**src/mrss_pkg.sv**
```systemverilog
// constants shared by the reset source sequencer
package mrss_pkg;
	localparam int SYS_CLK_MHZ = 250;
	// hold and stabilisation times in ns
	localparam int POR_HOLD_NS = 10000;
	localparam int LVD_STAB_NS = 2000;
	localparam int WDT_HOLD_NS = 500;
	localparam int SW_HOLD_NS = 1000;
	localparam int PAR_HOLD_NS = 1000;
	// least times, rounded up to whole cycles
	localparam int POR_HOLD_CYC = (POR_HOLD_NS * SYS_CLK_MHZ + 999) / 1000;
	localparam int LVD_STAB_CYC = (LVD_STAB_NS * SYS_CLK_MHZ + 999) / 1000;
	localparam int WDT_HOLD_CYC = (WDT_HOLD_NS * SYS_CLK_MHZ + 999) / 1000;
	localparam int SW_HOLD_CYC = (SW_HOLD_NS * SYS_CLK_MHZ + 999) / 1000;
	localparam int PAR_HOLD_CYC = (PAR_HOLD_NS * SYS_CLK_MHZ + 999) / 1000;
	localparam int HOLD_W = 12;
	// timed reset sources
	localparam int SRC_POR = 0;
	localparam int SRC_LVD0 = 1;
	localparam int SRC_LVD1 = 2;
	localparam int SRC_WDT = 3;
	localparam int SRC_SW = 4;
	localparam int SRC_PAR = 5;
	localparam int NSRC = 6;
	localparam int HOLD_CYC [NSRC] = '{POR_HOLD_CYC, LVD_STAB_CYC, LVD_STAB_CYC,
		WDT_HOLD_CYC, SW_HOLD_CYC, PAR_HOLD_CYC};
	// register offsets
	localparam logic [7:0] OFS_POWER_ON_STATUS = 8'h00;
	localparam logic [7:0] OFS_CAUSE_FLAG = 8'h04;
	localparam logic [7:0] OFS_CAUSE_STATUS_ONE = 8'h08;
	localparam logic [7:0] OFS_SUPPLY_MON1_CTRL = 8'h0C;
	localparam logic [7:0] OFS_WDT_CFG = 8'h10;
	// cause_flag_reg bits
	localparam int CF_PIN = 0;
	localparam int CF_LVD0 = 1;
	localparam int CF_LVD1 = 2;
	localparam int CF_PAR = 3;
	localparam int CF_SW = 4;
	localparam int CF_W = 5;
	// option_select_word_one bits
	localparam int OPT_PINSEL = 0;
	localparam int OPT_M0_EN = 1;
	localparam int OPT_M0_RST = 2;
	localparam int OPT_M0_LVL = 3;
	localparam int OPT_W = 6;
	// supply_monitor1_ctrl bits
	localparam int M1_EN = 0;
	localparam int M1_RST = 1;
	localparam int M1_LVL = 4;
	localparam int M0_LEVELS = 6;
	localparam int M1_LEVELS = 18;
	// reset values
	localparam logic WDT_RST_MODE_RST = 1'b1;
endpackage

```
**src/mrss_hold_if.sv**
```systemverilog
// trigger and hold pair between the sequencer and one hold timer
`timescale 1ns/1ps
interface mrss_hold_if;
	logic trig;
	logic hold;
	modport src(output trig, input hold);
	modport tmr(input trig, output hold);
endinterface

```
**src/mrss_hold_timer.sv**
```systemverilog
// hold timer: keeps a reset asserted for a fixed time after its trigger ends
`timescale 1ns/1ps
module mrss_hold_timer import mrss_pkg::*; #(
	parameter int CW = HOLD_W,
	parameter int LOAD = 1,
	parameter int RST_CNT = 0
) (
	input wire logic sys_clk_i,
	input wire logic srst_i,
	mrss_hold_if.tmr hold_port
);
	initial begin
		if (LOAD < 1 || LOAD >= (1 << CW) || RST_CNT < 0 || RST_CNT >= (1 << CW)) begin
			$error("hold count does not fit the counter");
		end
	end

	typedef struct packed {
		logic [CW-1:0] cnt;
	} mrss_tmr_state_t;

	mrss_tmr_state_t st_reg;
	mrss_tmr_state_t st_next;

	always_comb begin
		st_next = st_reg;
		// reload while the trigger stands, so the time counts from its end
		if (hold_port.trig) begin
			st_next.cnt = CW'(LOAD);
		end else if (st_reg.cnt != '0) begin
			st_next.cnt = st_reg.cnt - CW'(1);
		end
	end

	always_ff @(posedge sys_clk_i) begin
		if (srst_i) begin
			st_reg.cnt <= CW'(RST_CNT);
		end else begin
			st_reg <= st_next;
		end
	end

	assign hold_port.hold = hold_port.trig | (st_reg.cnt != '0);
endmodule

```
**src/mrss_sequencer.sv**
```systemverilog
// reset source sequencer: merges reset sources and records their causes
//
// Implementation choices: the address-and-strobe port and the register offsets.
`timescale 1ns/1ps
module mrss_sequencer import mrss_pkg::*; (
	input wire logic sys_clk_i,
	input wire logic srst_i,
	input wire logic external_init_pin_n_i,
	input wire logic supply_below_por_i,
	input wire logic supply_below_mon0_i,
	input wire logic supply_below_mon1_i,
	input wire logic [OPT_W-1:0] option_select_word_one_i,
	input wire logic wdt_underflow_i,
	input wire logic wdt_refresh_err_i,
	input wire logic parity_err_i,
	input wire logic system_restart_request_i,
	input wire logic [7:0] addr_i,
	input wire logic [31:0] wdata_i,
	input wire logic wr_i,
	input wire logic rd_i,
	output logic [31:0] rdata_o,
	output logic sys_rst_o,
	output logic nmi_o,
	output logic mon0_irq_o,
	output logic mon1_irq_o,
	output logic shared_general_port_pin_o,
	output logic mon0_enable_o,
	output logic mon1_enable_o,
	output logic [2:0] monitor0_threshold_o,
	output logic [4:0] monitor1_threshold_o
);
	typedef struct packed {
		logic [2:0] pin_s;
		logic [2:0] por_s;
		logic [2:0] m0_s;
		logic [2:0] m1_s;
		logic pin_f;
		logic por_f;
		logic m0_f;
		logic m1_f;
		logic cold_start_flag;
		logic [CF_W-1:0] cause;
		logic watchdog_cause_flag;
		logic wdt_rst_mode;
		logic m1_en;
		logic m1_rst;
		logic [4:0] m1_lvl;
		logic [2:0] m0_lvl;
		logic normal;
		logic sys_rst;
		logic nmi;
		logic irq0;
		logic irq1;
		logic [31:0] rdata;
	} mrss_state_t;

	mrss_state_t st_reg;
	mrss_state_t st_next;
	logic [NSRC-1:0] trig_vec;
	logic [NSRC-1:0] hold_vec;
	logic pin_rst;
	logic por_trig;

	mrss_hold_if hold_bus [NSRC] ();

	genvar g;
	generate
		for (g = 0; g < NSRC; g++) begin : g_src
			// power-on timer starts loaded so supply ramp-up is covered
			mrss_hold_timer #(
				.CW(HOLD_W),
				.LOAD(HOLD_CYC[g]),
				.RST_CNT(g == SRC_POR ? POR_HOLD_CYC : 0)
			) u_tmr (
				.sys_clk_i(sys_clk_i),
				.srst_i(srst_i),
				.hold_port(hold_bus[g])
			);
			assign hold_bus[g].trig = trig_vec[g];
			assign hold_vec[g] = hold_bus[g].hold;
		end
	endgenerate

	// pin reset; a port-mode pin still resets before normal run
	assign pin_rst = !st_reg.pin_f &&
		(option_select_word_one_i[OPT_PINSEL] || !st_reg.normal);
	// the pin sense comes from the filtered level, never from raw stages
	assign por_trig = st_reg.por_f && st_reg.pin_f;

	always_comb begin
		trig_vec = '0;
		trig_vec[SRC_POR] = por_trig;
		trig_vec[SRC_LVD0] = st_reg.m0_f && option_select_word_one_i[OPT_M0_EN] &&
			option_select_word_one_i[OPT_M0_RST];
		trig_vec[SRC_LVD1] = st_reg.m1_f && st_reg.m1_en && st_reg.m1_rst;
		trig_vec[SRC_WDT] = (wdt_underflow_i && st_reg.wdt_rst_mode) ||
			wdt_refresh_err_i;
		trig_vec[SRC_SW] = system_restart_request_i;
		trig_vec[SRC_PAR] = parity_err_i;
	end

	always_comb begin
		st_next = st_reg;
		// three-stage sampling; a change counts once stages two and three agree
		st_next.pin_s = {st_reg.pin_s[1:0], external_init_pin_n_i};
		st_next.por_s = {st_reg.por_s[1:0], supply_below_por_i};
		st_next.m0_s = {st_reg.m0_s[1:0], supply_below_mon0_i};
		st_next.m1_s = {st_reg.m1_s[1:0], supply_below_mon1_i};
		if (st_reg.pin_s[1] == st_reg.pin_s[2]) begin
			st_next.pin_f = st_reg.pin_s[2];
		end
		if (st_reg.por_s[1] == st_reg.por_s[2]) begin
			st_next.por_f = st_reg.por_s[2];
		end
		if (st_reg.m0_s[1] == st_reg.m0_s[2]) begin
			st_next.m0_f = st_reg.m0_s[2];
		end
		if (st_reg.m1_s[1] == st_reg.m1_s[2]) begin
			st_next.m1_f = st_reg.m1_s[2];
		end
		// any hold still running keeps the whole device in reset
		st_next.sys_rst = (|hold_vec) || pin_rst;
		if (!st_reg.sys_rst) begin
			st_next.normal = 1'b1;
		end
		// clamp out-of-range level codes to the highest legal one
		if (option_select_word_one_i[OPT_M0_LVL +: 3] >= 3'(M0_LEVELS)) begin
			st_next.m0_lvl = 3'(M0_LEVELS - 1);
		end else begin
			st_next.m0_lvl = option_select_word_one_i[OPT_M0_LVL +: 3];
		end
		st_next.nmi = wdt_underflow_i && !st_reg.wdt_rst_mode;
		st_next.irq0 = st_next.m0_f && !st_reg.m0_f && option_select_word_one_i[OPT_M0_EN] &&
			!option_select_word_one_i[OPT_M0_RST];
		st_next.irq1 = st_next.m1_f && !st_reg.m1_f && st_reg.m1_en && !st_reg.m1_rst;
		// software writes; a clear of a cause flag loses to a new event below
		if (wr_i) begin
			case (addr_i)
				OFS_POWER_ON_STATUS: begin
					if (wdata_i[0]) begin
						st_next.cold_start_flag = 1'b1;
					end
				end
				OFS_CAUSE_FLAG: begin
					st_next.cause = st_reg.cause & ~wdata_i[CF_W-1:0];
				end
				OFS_CAUSE_STATUS_ONE: begin
					if (wdata_i[0]) begin
						st_next.watchdog_cause_flag = 1'b0;
					end
				end
				OFS_SUPPLY_MON1_CTRL: begin
					st_next.m1_en = wdata_i[M1_EN];
					st_next.m1_rst = wdata_i[M1_RST];
					// an illegal level code leaves the old level in place
					if (wdata_i[M1_LVL +: 5] < 5'(M1_LEVELS)) begin
						st_next.m1_lvl = wdata_i[M1_LVL +: 5];
					end
				end
				OFS_WDT_CFG: begin
					st_next.wdt_rst_mode = wdata_i[0];
				end
				default: begin
				end
			endcase
		end
		if (pin_rst && option_select_word_one_i[OPT_PINSEL]) begin
			st_next.cause[CF_PIN] = 1'b1;
		end
		if (trig_vec[SRC_LVD0]) begin
			st_next.cause[CF_LVD0] = 1'b1;
		end
		if (trig_vec[SRC_LVD1]) begin
			st_next.cause[CF_LVD1] = 1'b1;
		end
		if (trig_vec[SRC_PAR]) begin
			st_next.cause[CF_PAR] = 1'b1;
		end
		if (trig_vec[SRC_SW]) begin
			st_next.cause[CF_SW] = 1'b1;
		end
		if (trig_vec[SRC_WDT]) begin
			st_next.watchdog_cause_flag = 1'b1;
		end
		// power-on wipes history and disables monitor 1, beating any write
		if (por_trig) begin
			st_next.cold_start_flag = 1'b0;
			st_next.cause = '0;
			st_next.watchdog_cause_flag = 1'b0;
			st_next.m1_en = 1'b0;
			st_next.m1_rst = 1'b0;
			st_next.m1_lvl = '0;
			st_next.normal = 1'b0;
		end
		st_next.rdata = '0;
		if (rd_i) begin
			case (addr_i)
				OFS_POWER_ON_STATUS: st_next.rdata[0] = st_reg.cold_start_flag;
				OFS_CAUSE_FLAG: st_next.rdata[CF_W-1:0] = st_reg.cause;
				OFS_CAUSE_STATUS_ONE: st_next.rdata[0] = st_reg.watchdog_cause_flag;
				OFS_SUPPLY_MON1_CTRL: begin
					st_next.rdata[M1_EN] = st_reg.m1_en;
					st_next.rdata[M1_RST] = st_reg.m1_rst;
					st_next.rdata[M1_LVL +: 5] = st_reg.m1_lvl;
				end
				OFS_WDT_CFG: st_next.rdata[0] = st_reg.wdt_rst_mode;
				default: st_next.rdata = '0;
			endcase
		end
	end

	always_ff @(posedge sys_clk_i) begin
		if (srst_i) begin
			st_reg <= '0;
			st_reg.pin_s <= 3'h7;
			st_reg.pin_f <= 1'b1;
			st_reg.sys_rst <= 1'b1;
			st_reg.wdt_rst_mode <= WDT_RST_MODE_RST;
		end else begin
			st_reg <= st_next;
		end
	end

	assign rdata_o = st_reg.rdata;
	assign sys_rst_o = st_reg.sys_rst;
	assign nmi_o = st_reg.nmi;
	assign mon0_irq_o = st_reg.irq0;
	assign mon1_irq_o = st_reg.irq1;
	assign shared_general_port_pin_o = st_reg.pin_f;
	assign mon0_enable_o = option_select_word_one_i[OPT_M0_EN];
	assign mon1_enable_o = st_reg.m1_en;
	assign monitor0_threshold_o = st_reg.m0_lvl;
	assign monitor1_threshold_o = st_reg.m1_lvl;
endmodule

```
**config.mk**
```make
export PLATFORM = sky130hd
export DESIGN_NAME = mrss_sequencer
export DESIGN_NICKNAME = d
export VERILOG_FILES = /design/src/mrss_pkg.sv /design/src/mrss_hold_if.sv /design/src/mrss_hold_timer.sv /design/src/mrss_sequencer.sv
export SDC_FILE = /design/constraint.sdc
export NUM_CORES = 1
export LEC_CHECK = 0
export BUFFER_PORTS_ARGS = -buffer_cell sky130_fd_sc_hd__buf_2
export CORE_ASPECT_RATIO = 1.2
export CORE_UTILIZATION = 52
export CTS_BUF_LIST = sky130_fd_sc_hd__clkbuf_2
export DETAILED_ROUTE_END_ITERATION = 8
export PLACE_DENSITY = 0.83
export SYNTH_ARGS = -nofsm -noshare
export SYNTH_HDL_FRONTEND = slang
export SYNTH_SLANG_ARGS = --single-unit
export TNS_END_PERCENT = 10
```
**constraint.sdc**
```tcl
create_clock -name sys_clk_i -period 1.6 [get_ports sys_clk_i]
set_input_delay 0 -clock sys_clk_i [delete_from_list [all_inputs] [get_ports sys_clk_i]]
set_output_delay 0 -clock sys_clk_i [all_outputs]
set_load 0.02 [all_outputs]
```
==> flow_summary.toml, run 1 <==
[floorplan]
core-area_um2 = 10500
die_width_um = 97.1
ios = 105
rows = 41
start_util_pct = 53.6
fp.dieH_um = 116
fp.dieArea_um2 = 11300

[finish]
fillers = 701
stdcell_count = 955
seq_area_um2 = 2430
nets = 882
synthToLayoutAreaGrowth_pct = 35.0
largest_reg_flops = 72
multi_input_area_um2 = 3190
drive_above_1_share_pct = 33.7

[sta]
final.setup_skew_ps = 35.8
timing.fmax_ghz = 0.570
slew_violations = 0
grt_setup_unrepaired = "yes"
hold_violations = 0
tns_ps = -715
slew-limit-headroom_pct = 63.7
holdWs_ps = 73.4
finalWorstSetupSlack_ps = -153
worst_slew_pin_slew_ps = 545
finalCritPeriodShare_pct = 110
post-route-min-period_ps = 1750
setup_viol = 15

[clock_tree]
cts_max_level = 4
cts_buffer_depth = 2
cts_buffers = 17
clock_sinks = 120
cts_root_buffer = "clkbuf_2"
clock_latency_ps = 690
cts_tree = "done"
clk_pin_slew_ps = 220

[status]
violations = "negative setup slack"
outcome = "finished, violations left"

[global_routing]
grt_start_max_net_pins = 19
grt_pass1_vias = 5280
overflow = 0
antenna_found_initial = 1
grt_pass1_wl_mm = 23.6
gr-usage-all-layers_pct = 26.1

[routing]
vias_per_cell = 5.79
drt-wirelength-per-cell_um = 16.1
ant_nets = 0
finalWirelength_mm = 15.4
dr.pass1.iters = 6
drt_iter0_drc = 344
num_vias = 5532
drc = 0

[setup_path]
critPathKind = "flop to flop"
cpMaxStageDelayCell = "dfxtp_2"
cp_max_fo = 2
cp-end-kind = "flop"
worstPathArrival_ps = 2370
path_cells = "inv_2, ha_4, or3b_1, or3_4, a311o_1, a31oi_1"
startpoint = "g_src[1].u_tmr.st_reg[1]"
start_kind = "flop"
regToRegStartpoint = "g_src[1].u_tmr.st_reg[1]"
required_ps = 2220
rrSetupSlack_ps = -150
slowest_delay_ps = 370

[synth]
synthArstFlopShare_pct = 0
postSynthCellCount = 628
synth_edf_count = 0
synthTopCellsByCount = "dfxtp_1 (120), nor2_1 (53), a21oi_1 (42), buf_4 (41), nor3_1 (30)"
ys.flop_type = "dfxtp_1"
yosysSeqAreaShare_pct = 42.6
synth_cell_types = 59
synth_most_common_cell = "dfxtp_1"
synth_warnings = 0
netlist_top_cells_area = "dfxtp_1 (43%), buf_4 (5.5%), a21oi_1 (3.7%), nor2_1 (3.5%), ha_1 (2.7%)"
synth_area_um2 = 5640
ys_ff_latch = 120
synth_top_area_share_pct = 42.6
syn_avg_cell_area_um2 = 8.98
yosysTopAreaCell = "dfxtp_1"

[place]
place_inst = 864
finalWeightedCongestion = 0.850
dp_hpwl_mm = 9.47
place.port_buffers = 58

[worst_hold_path]
hold_class = "primary input to flop"
min_from = "wdata_i[1]"

[pwr]
peakVddDrop_mv = 1.22
leakage_nw = 3.18
powerDensity_nw_per_um2 = 1320

[flow_run]
maxCapViolCount = 0
-- cell usage in the layout, fill, tap and decap left out, drive strengths merged, types with 4 or more instances in the layout --
cell type	synthesis	layout
a31oi	19	19
nor2	53	53
xor2	12	12
a31o	5	5
nand4b	9	9
clkbuf	12	17
nor3b	7	7
nand3	25	25
or3b	6	6
nor3	33	33
dfxtp	120	120
dlygate4sd3	0	49
nand2b	10	10
or3	10	10
nor4	16	16
nor2b	15	15
or4	6	6
xnor2	13	13
and3	11	11
nand2	26	26
a311oi	4	4
nand3b	8	8
a211oi	9	9
clkinvlp	0	5
nand4	9	9
or2	5	5
ha	12	12
and2	6	6
mux2i	8	8
inv	23	28
buf	43	148
conb	1	23
o21ai	19	19
a21oi	42	42
o31ai	6	6
-- report_power, final --
part	switching, mW	total [mW]	internal [mW]	leakage, nW
sequential	0.372	3.77	3.40	0.987
combinational	2.08	4.25	2.17	2.06
clock	1.28	2.03	0.749	0.136
-- path summary, 6_finish.rpt --
check | end | cells past startpoint
worst max-delay path | g_src[1].u_tmr.st_reg[6] | 6
worst min-delay path | st_reg[50] | 3
worst max register to register | g_src[1].u_tmr.st_reg[6] | 6
worst min register to register | st_next[70] | 1
-- critical path, delay by kind of cell (launching register included) --
| kind | cells | cell delay [ps] |
|---|---|---|
| adder cells (fa/ha/maj) | 1 | 130 |
| AND/OR/NAND/NOR | 2 | 700 |
| buffers and inverters | 1 | 70 |
| flip-flops | 1 | 370 |
| AO/OA/AOI/OAI | 2 | 410 |
-- routing by layer --
layer | global-route usage (%) | up-vias | routed length [um]
li1 | - | 2595 | -
met1 | 27.0 | 2671 | 5880
met2 | 49.2 | 204 | 8210
met3 | 5.92 | 62 | 704
met5 | 0 | - | 0
met4 | 14.0 | 0 | 632
-- through the flow --
stage	power (mW)	instance area, um2	setup slack [ps]	util (%)
floorplan	5.92	5750	-127	-
global placement	7.13	6450	-128	61.4
detailed placement	7.33	6450	-248	61.4
CTS	9.56	7270	-130	69.2
global route	10.6	7610	-209	72.4
finish	10.1	7610	-153	72.4
-- cell type report --
class,count,area share [%]
Inverter,23,1.17
Multi-Input combinational cell,452,41.8
Sequential cell,120,31.9
Tap cell,129,2.12
Clock buffer,17,1.12
Antenna cell,1,0.0329
Timing Repair Buffer,198,19.6
Clock inverter,15,2.24
-- repair_timing --
action | in CTS | in global routing
buffers inserted | 3 | 5
setup endpoints to repair | 29 | 56
hold buffers | 48 | 2
endpoints found under the hold margin | 102 | 2
gates resized for setup | 17 | 74
pin swaps | 5 | 10
-- kinds of logic after synthesis --
| family | count (synthesis) | synth area share (%) |
|---|---|---|
| AO/OA/AOI/OAI | 120 | 13.3 |
| XOR/XNOR | 25 | 3.88 |
| adder cells (fa/ha/maj) | 12 | 2.66 |
| buffers and inverters | 78 | 7.94 |
| flip-flops | 120 | 42.6 |
| multiplexers | 10 | 2.02 |
| other | 1 | 0.0665 |
| AND/OR/NAND/NOR | 262 | 27.5 |
(Power assumes the default switching activity.)
==> inputs of run 2 (changes only) <==
- CORE_ASPECT_RATIO: 1.2 -> 0.6
==> run 2 against run 1 <==
The run still ends with negative setup slack left. Final cell count up 0.63%. Worst setup slack got worse by 54 ps. Critical path depth did not move. Utilization shrank 1.3 points. Count of clock-buffer cells in the layout increased by 3. Die area increased by 0.10%. Largest cell class unchanged.
==> flow_summary.toml, run 2 (same netlist as run 1, synthesis figures left out) <==
[routing]
vias_per_cell = 5.84
num_vias = 5616
drc = 0
dr.pass1.iters = 6
ant_nets = 0
finalWirelength_mm = 16.2
drt_iter0_drc = 485
drt-wirelength-per-cell_um = 16.8

[setup_path]
worstPathArrival_ps = 2440
cp.buffers_inverters = 1
path_cells = "inv_2, ha_4, or3b_4, or3_4, a311o_1, a31oi_1"
critPathKind = "flop to flop"
start_kind = "flop"
cp_max_fo = 2
required_ps = 2230
slowest_delay_ps = 370
cpMaxStageDelayCell = "dfxtp_2"
path_delay_family = "simple AND/OR/NAND/NOR gates"
cp-end-kind = "flop"

[floorplan]
core-area_um2 = 10600
rows = 29
fp.dieArea_um2 = 11300
start_util_pct = 53.4
ios = 105
die_width_um = 136
fp.dieH_um = 82.7

[finish]
mostFrequentLayoutCells = "dfxtp_1 (107), buf_4 (83), buf_2 (58), nor2_1 (50), dlygate4sd3_1 (49)"
synthToLayoutAreaGrowth_pct = 33.0
drive_above_1_share_pct = 30.6
design_area_um2 = 7500
fin_util_pct = 71.1
fillers = 744
largest_reg_flops = 72
final_common_cell = "dfxtp_1"
nets = 877

[clock_tree]
clock_sinks = 120
clock_latency_ps = 710
cts_root_buffer = "clkbuf_2"
clk_pin_slew_ps = 170
cts_buffer_depth = 2
cts_tree = "done"
cts_max_level = 4
cts_buffers = 17

[sta]
grt_setup_unrepaired = "yes"
timing.fmax_ghz = 0.553
setup_viol = 22
final.setup_skew_ps = 28.5
finalWorstSetupSlack_ps = -208
holdWs_ps = 49.8
slew_violations = 0
hold_violations = 0
finalCritPeriodShare_pct = 113
post-route-min-period_ps = 1810

[global_routing]
grt_pass1_vias = 5192
grt_pass1_wl_mm = 23.9
antenna_found_initial = 1
overflow = 0
grt_start_max_net_pins = 20
gr-usage-all-layers_pct = 27.4

[pwr]
powerDensity_nw_per_um2 = 1350
peakVddDrop_mv = 0.722
leakage_nw = 3.12

[status]
outcome = "finished, violations left"
violations = "negative setup slack"

[place]
place.port_buffers = 58
dpl_cell_area_um2 = 6430
post-place-ws_ps = -225
finalWeightedCongestion = 0.878
dp_hpwl_mm = 9.91

[worst_hold_path]
hold_class = "primary input to flop"

[flow_run]
maxCapViolCount = 0
## run 2: cell count changes in the layout (fill, tap and decap cells not counted), sizes merged
cell and delta:
diode +2, dlymetal6s4s -1, bufinv +2, buf -4, inv -5, clkinvlp -3, clkbuf +3, clkinv +2
## run 2: per-stage QoR
step	total power, mW	setup TNS [ps]	cells
2_1_floorplan	5.92	-277	650
3_3_place_gp	7.06	-217	867
3_5_place_dp	7.31	-834	867
4_1_cts	9.76	-430	951
5_1_grt	10.7	-3350	961
6_report	10.1	-1590	961
## run 2: path summary, 6_finish.rpt
path	start	endpoint	slack, ps	depth (start not counted)
worst max-delay path	g_src[1].u_tmr.st_reg[1]	g_src[1].u_tmr.st_reg[6]	-210	6
worst min-delay path	wdata_i[1]	st_reg[50]	50	3
worst max register to register	g_src[1].u_tmr.st_reg[1]	g_src[1].u_tmr.st_reg[6]	-210	6
worst min register to register	st_next[69]	st_next[70]	450	1
## run 2: repair_timing
item | CTS | global route
setup endpoints to repair | 28 | 48
endpoints found under the hold margin | 101 | 0
setup buffers | 4 | 7
resized for setup | 26 | 39
hold buffers | 49 | 0
pin swaps | 11 | 8
## run 2: cell type report
cell class	count	area [um2]	share of cell area, %
repair buffers	193	1450	19.3
flip-flops and latches	120	2420	32.3
diodes	3	7.51	0.100
clock inverters	11	155	2.07
multi-input cells	452	3110	41.5
well taps	139	174	2.32
inverters	23	88.8	1.18
clock buffers	20	100	1.33
## run 2: worst reg2reg max path: cells and delay by family, from the launching register on
kind	cells	cell delay, ps
AOI/OAI and AO/OA	2	450
buffers and inverters	1	80
DFF	1	370
and+or+nand+nor	2	710
adders and majority gates	1	130
## run 2: where the power goes
group | switching (mW) | internal (mW) | total [mW]
clock network | 1.15 | 1.01 | 2.17
registers | 0.383 | 3.39 | 3.78
logic | 2.13 | 2.06 | 4.19
## run 2: layer usage
metal | track usage (%) | part of all wire, % | vias up
met3 | 6.65 | 7.9 | 64
li1 | - | - | 2575
met2 | 46.6 | 48 | 315
met1 | 32.8 | 41 | 2662
met5 | 0 | 0 | -
met4 | 13.8 | 3.0 | 0
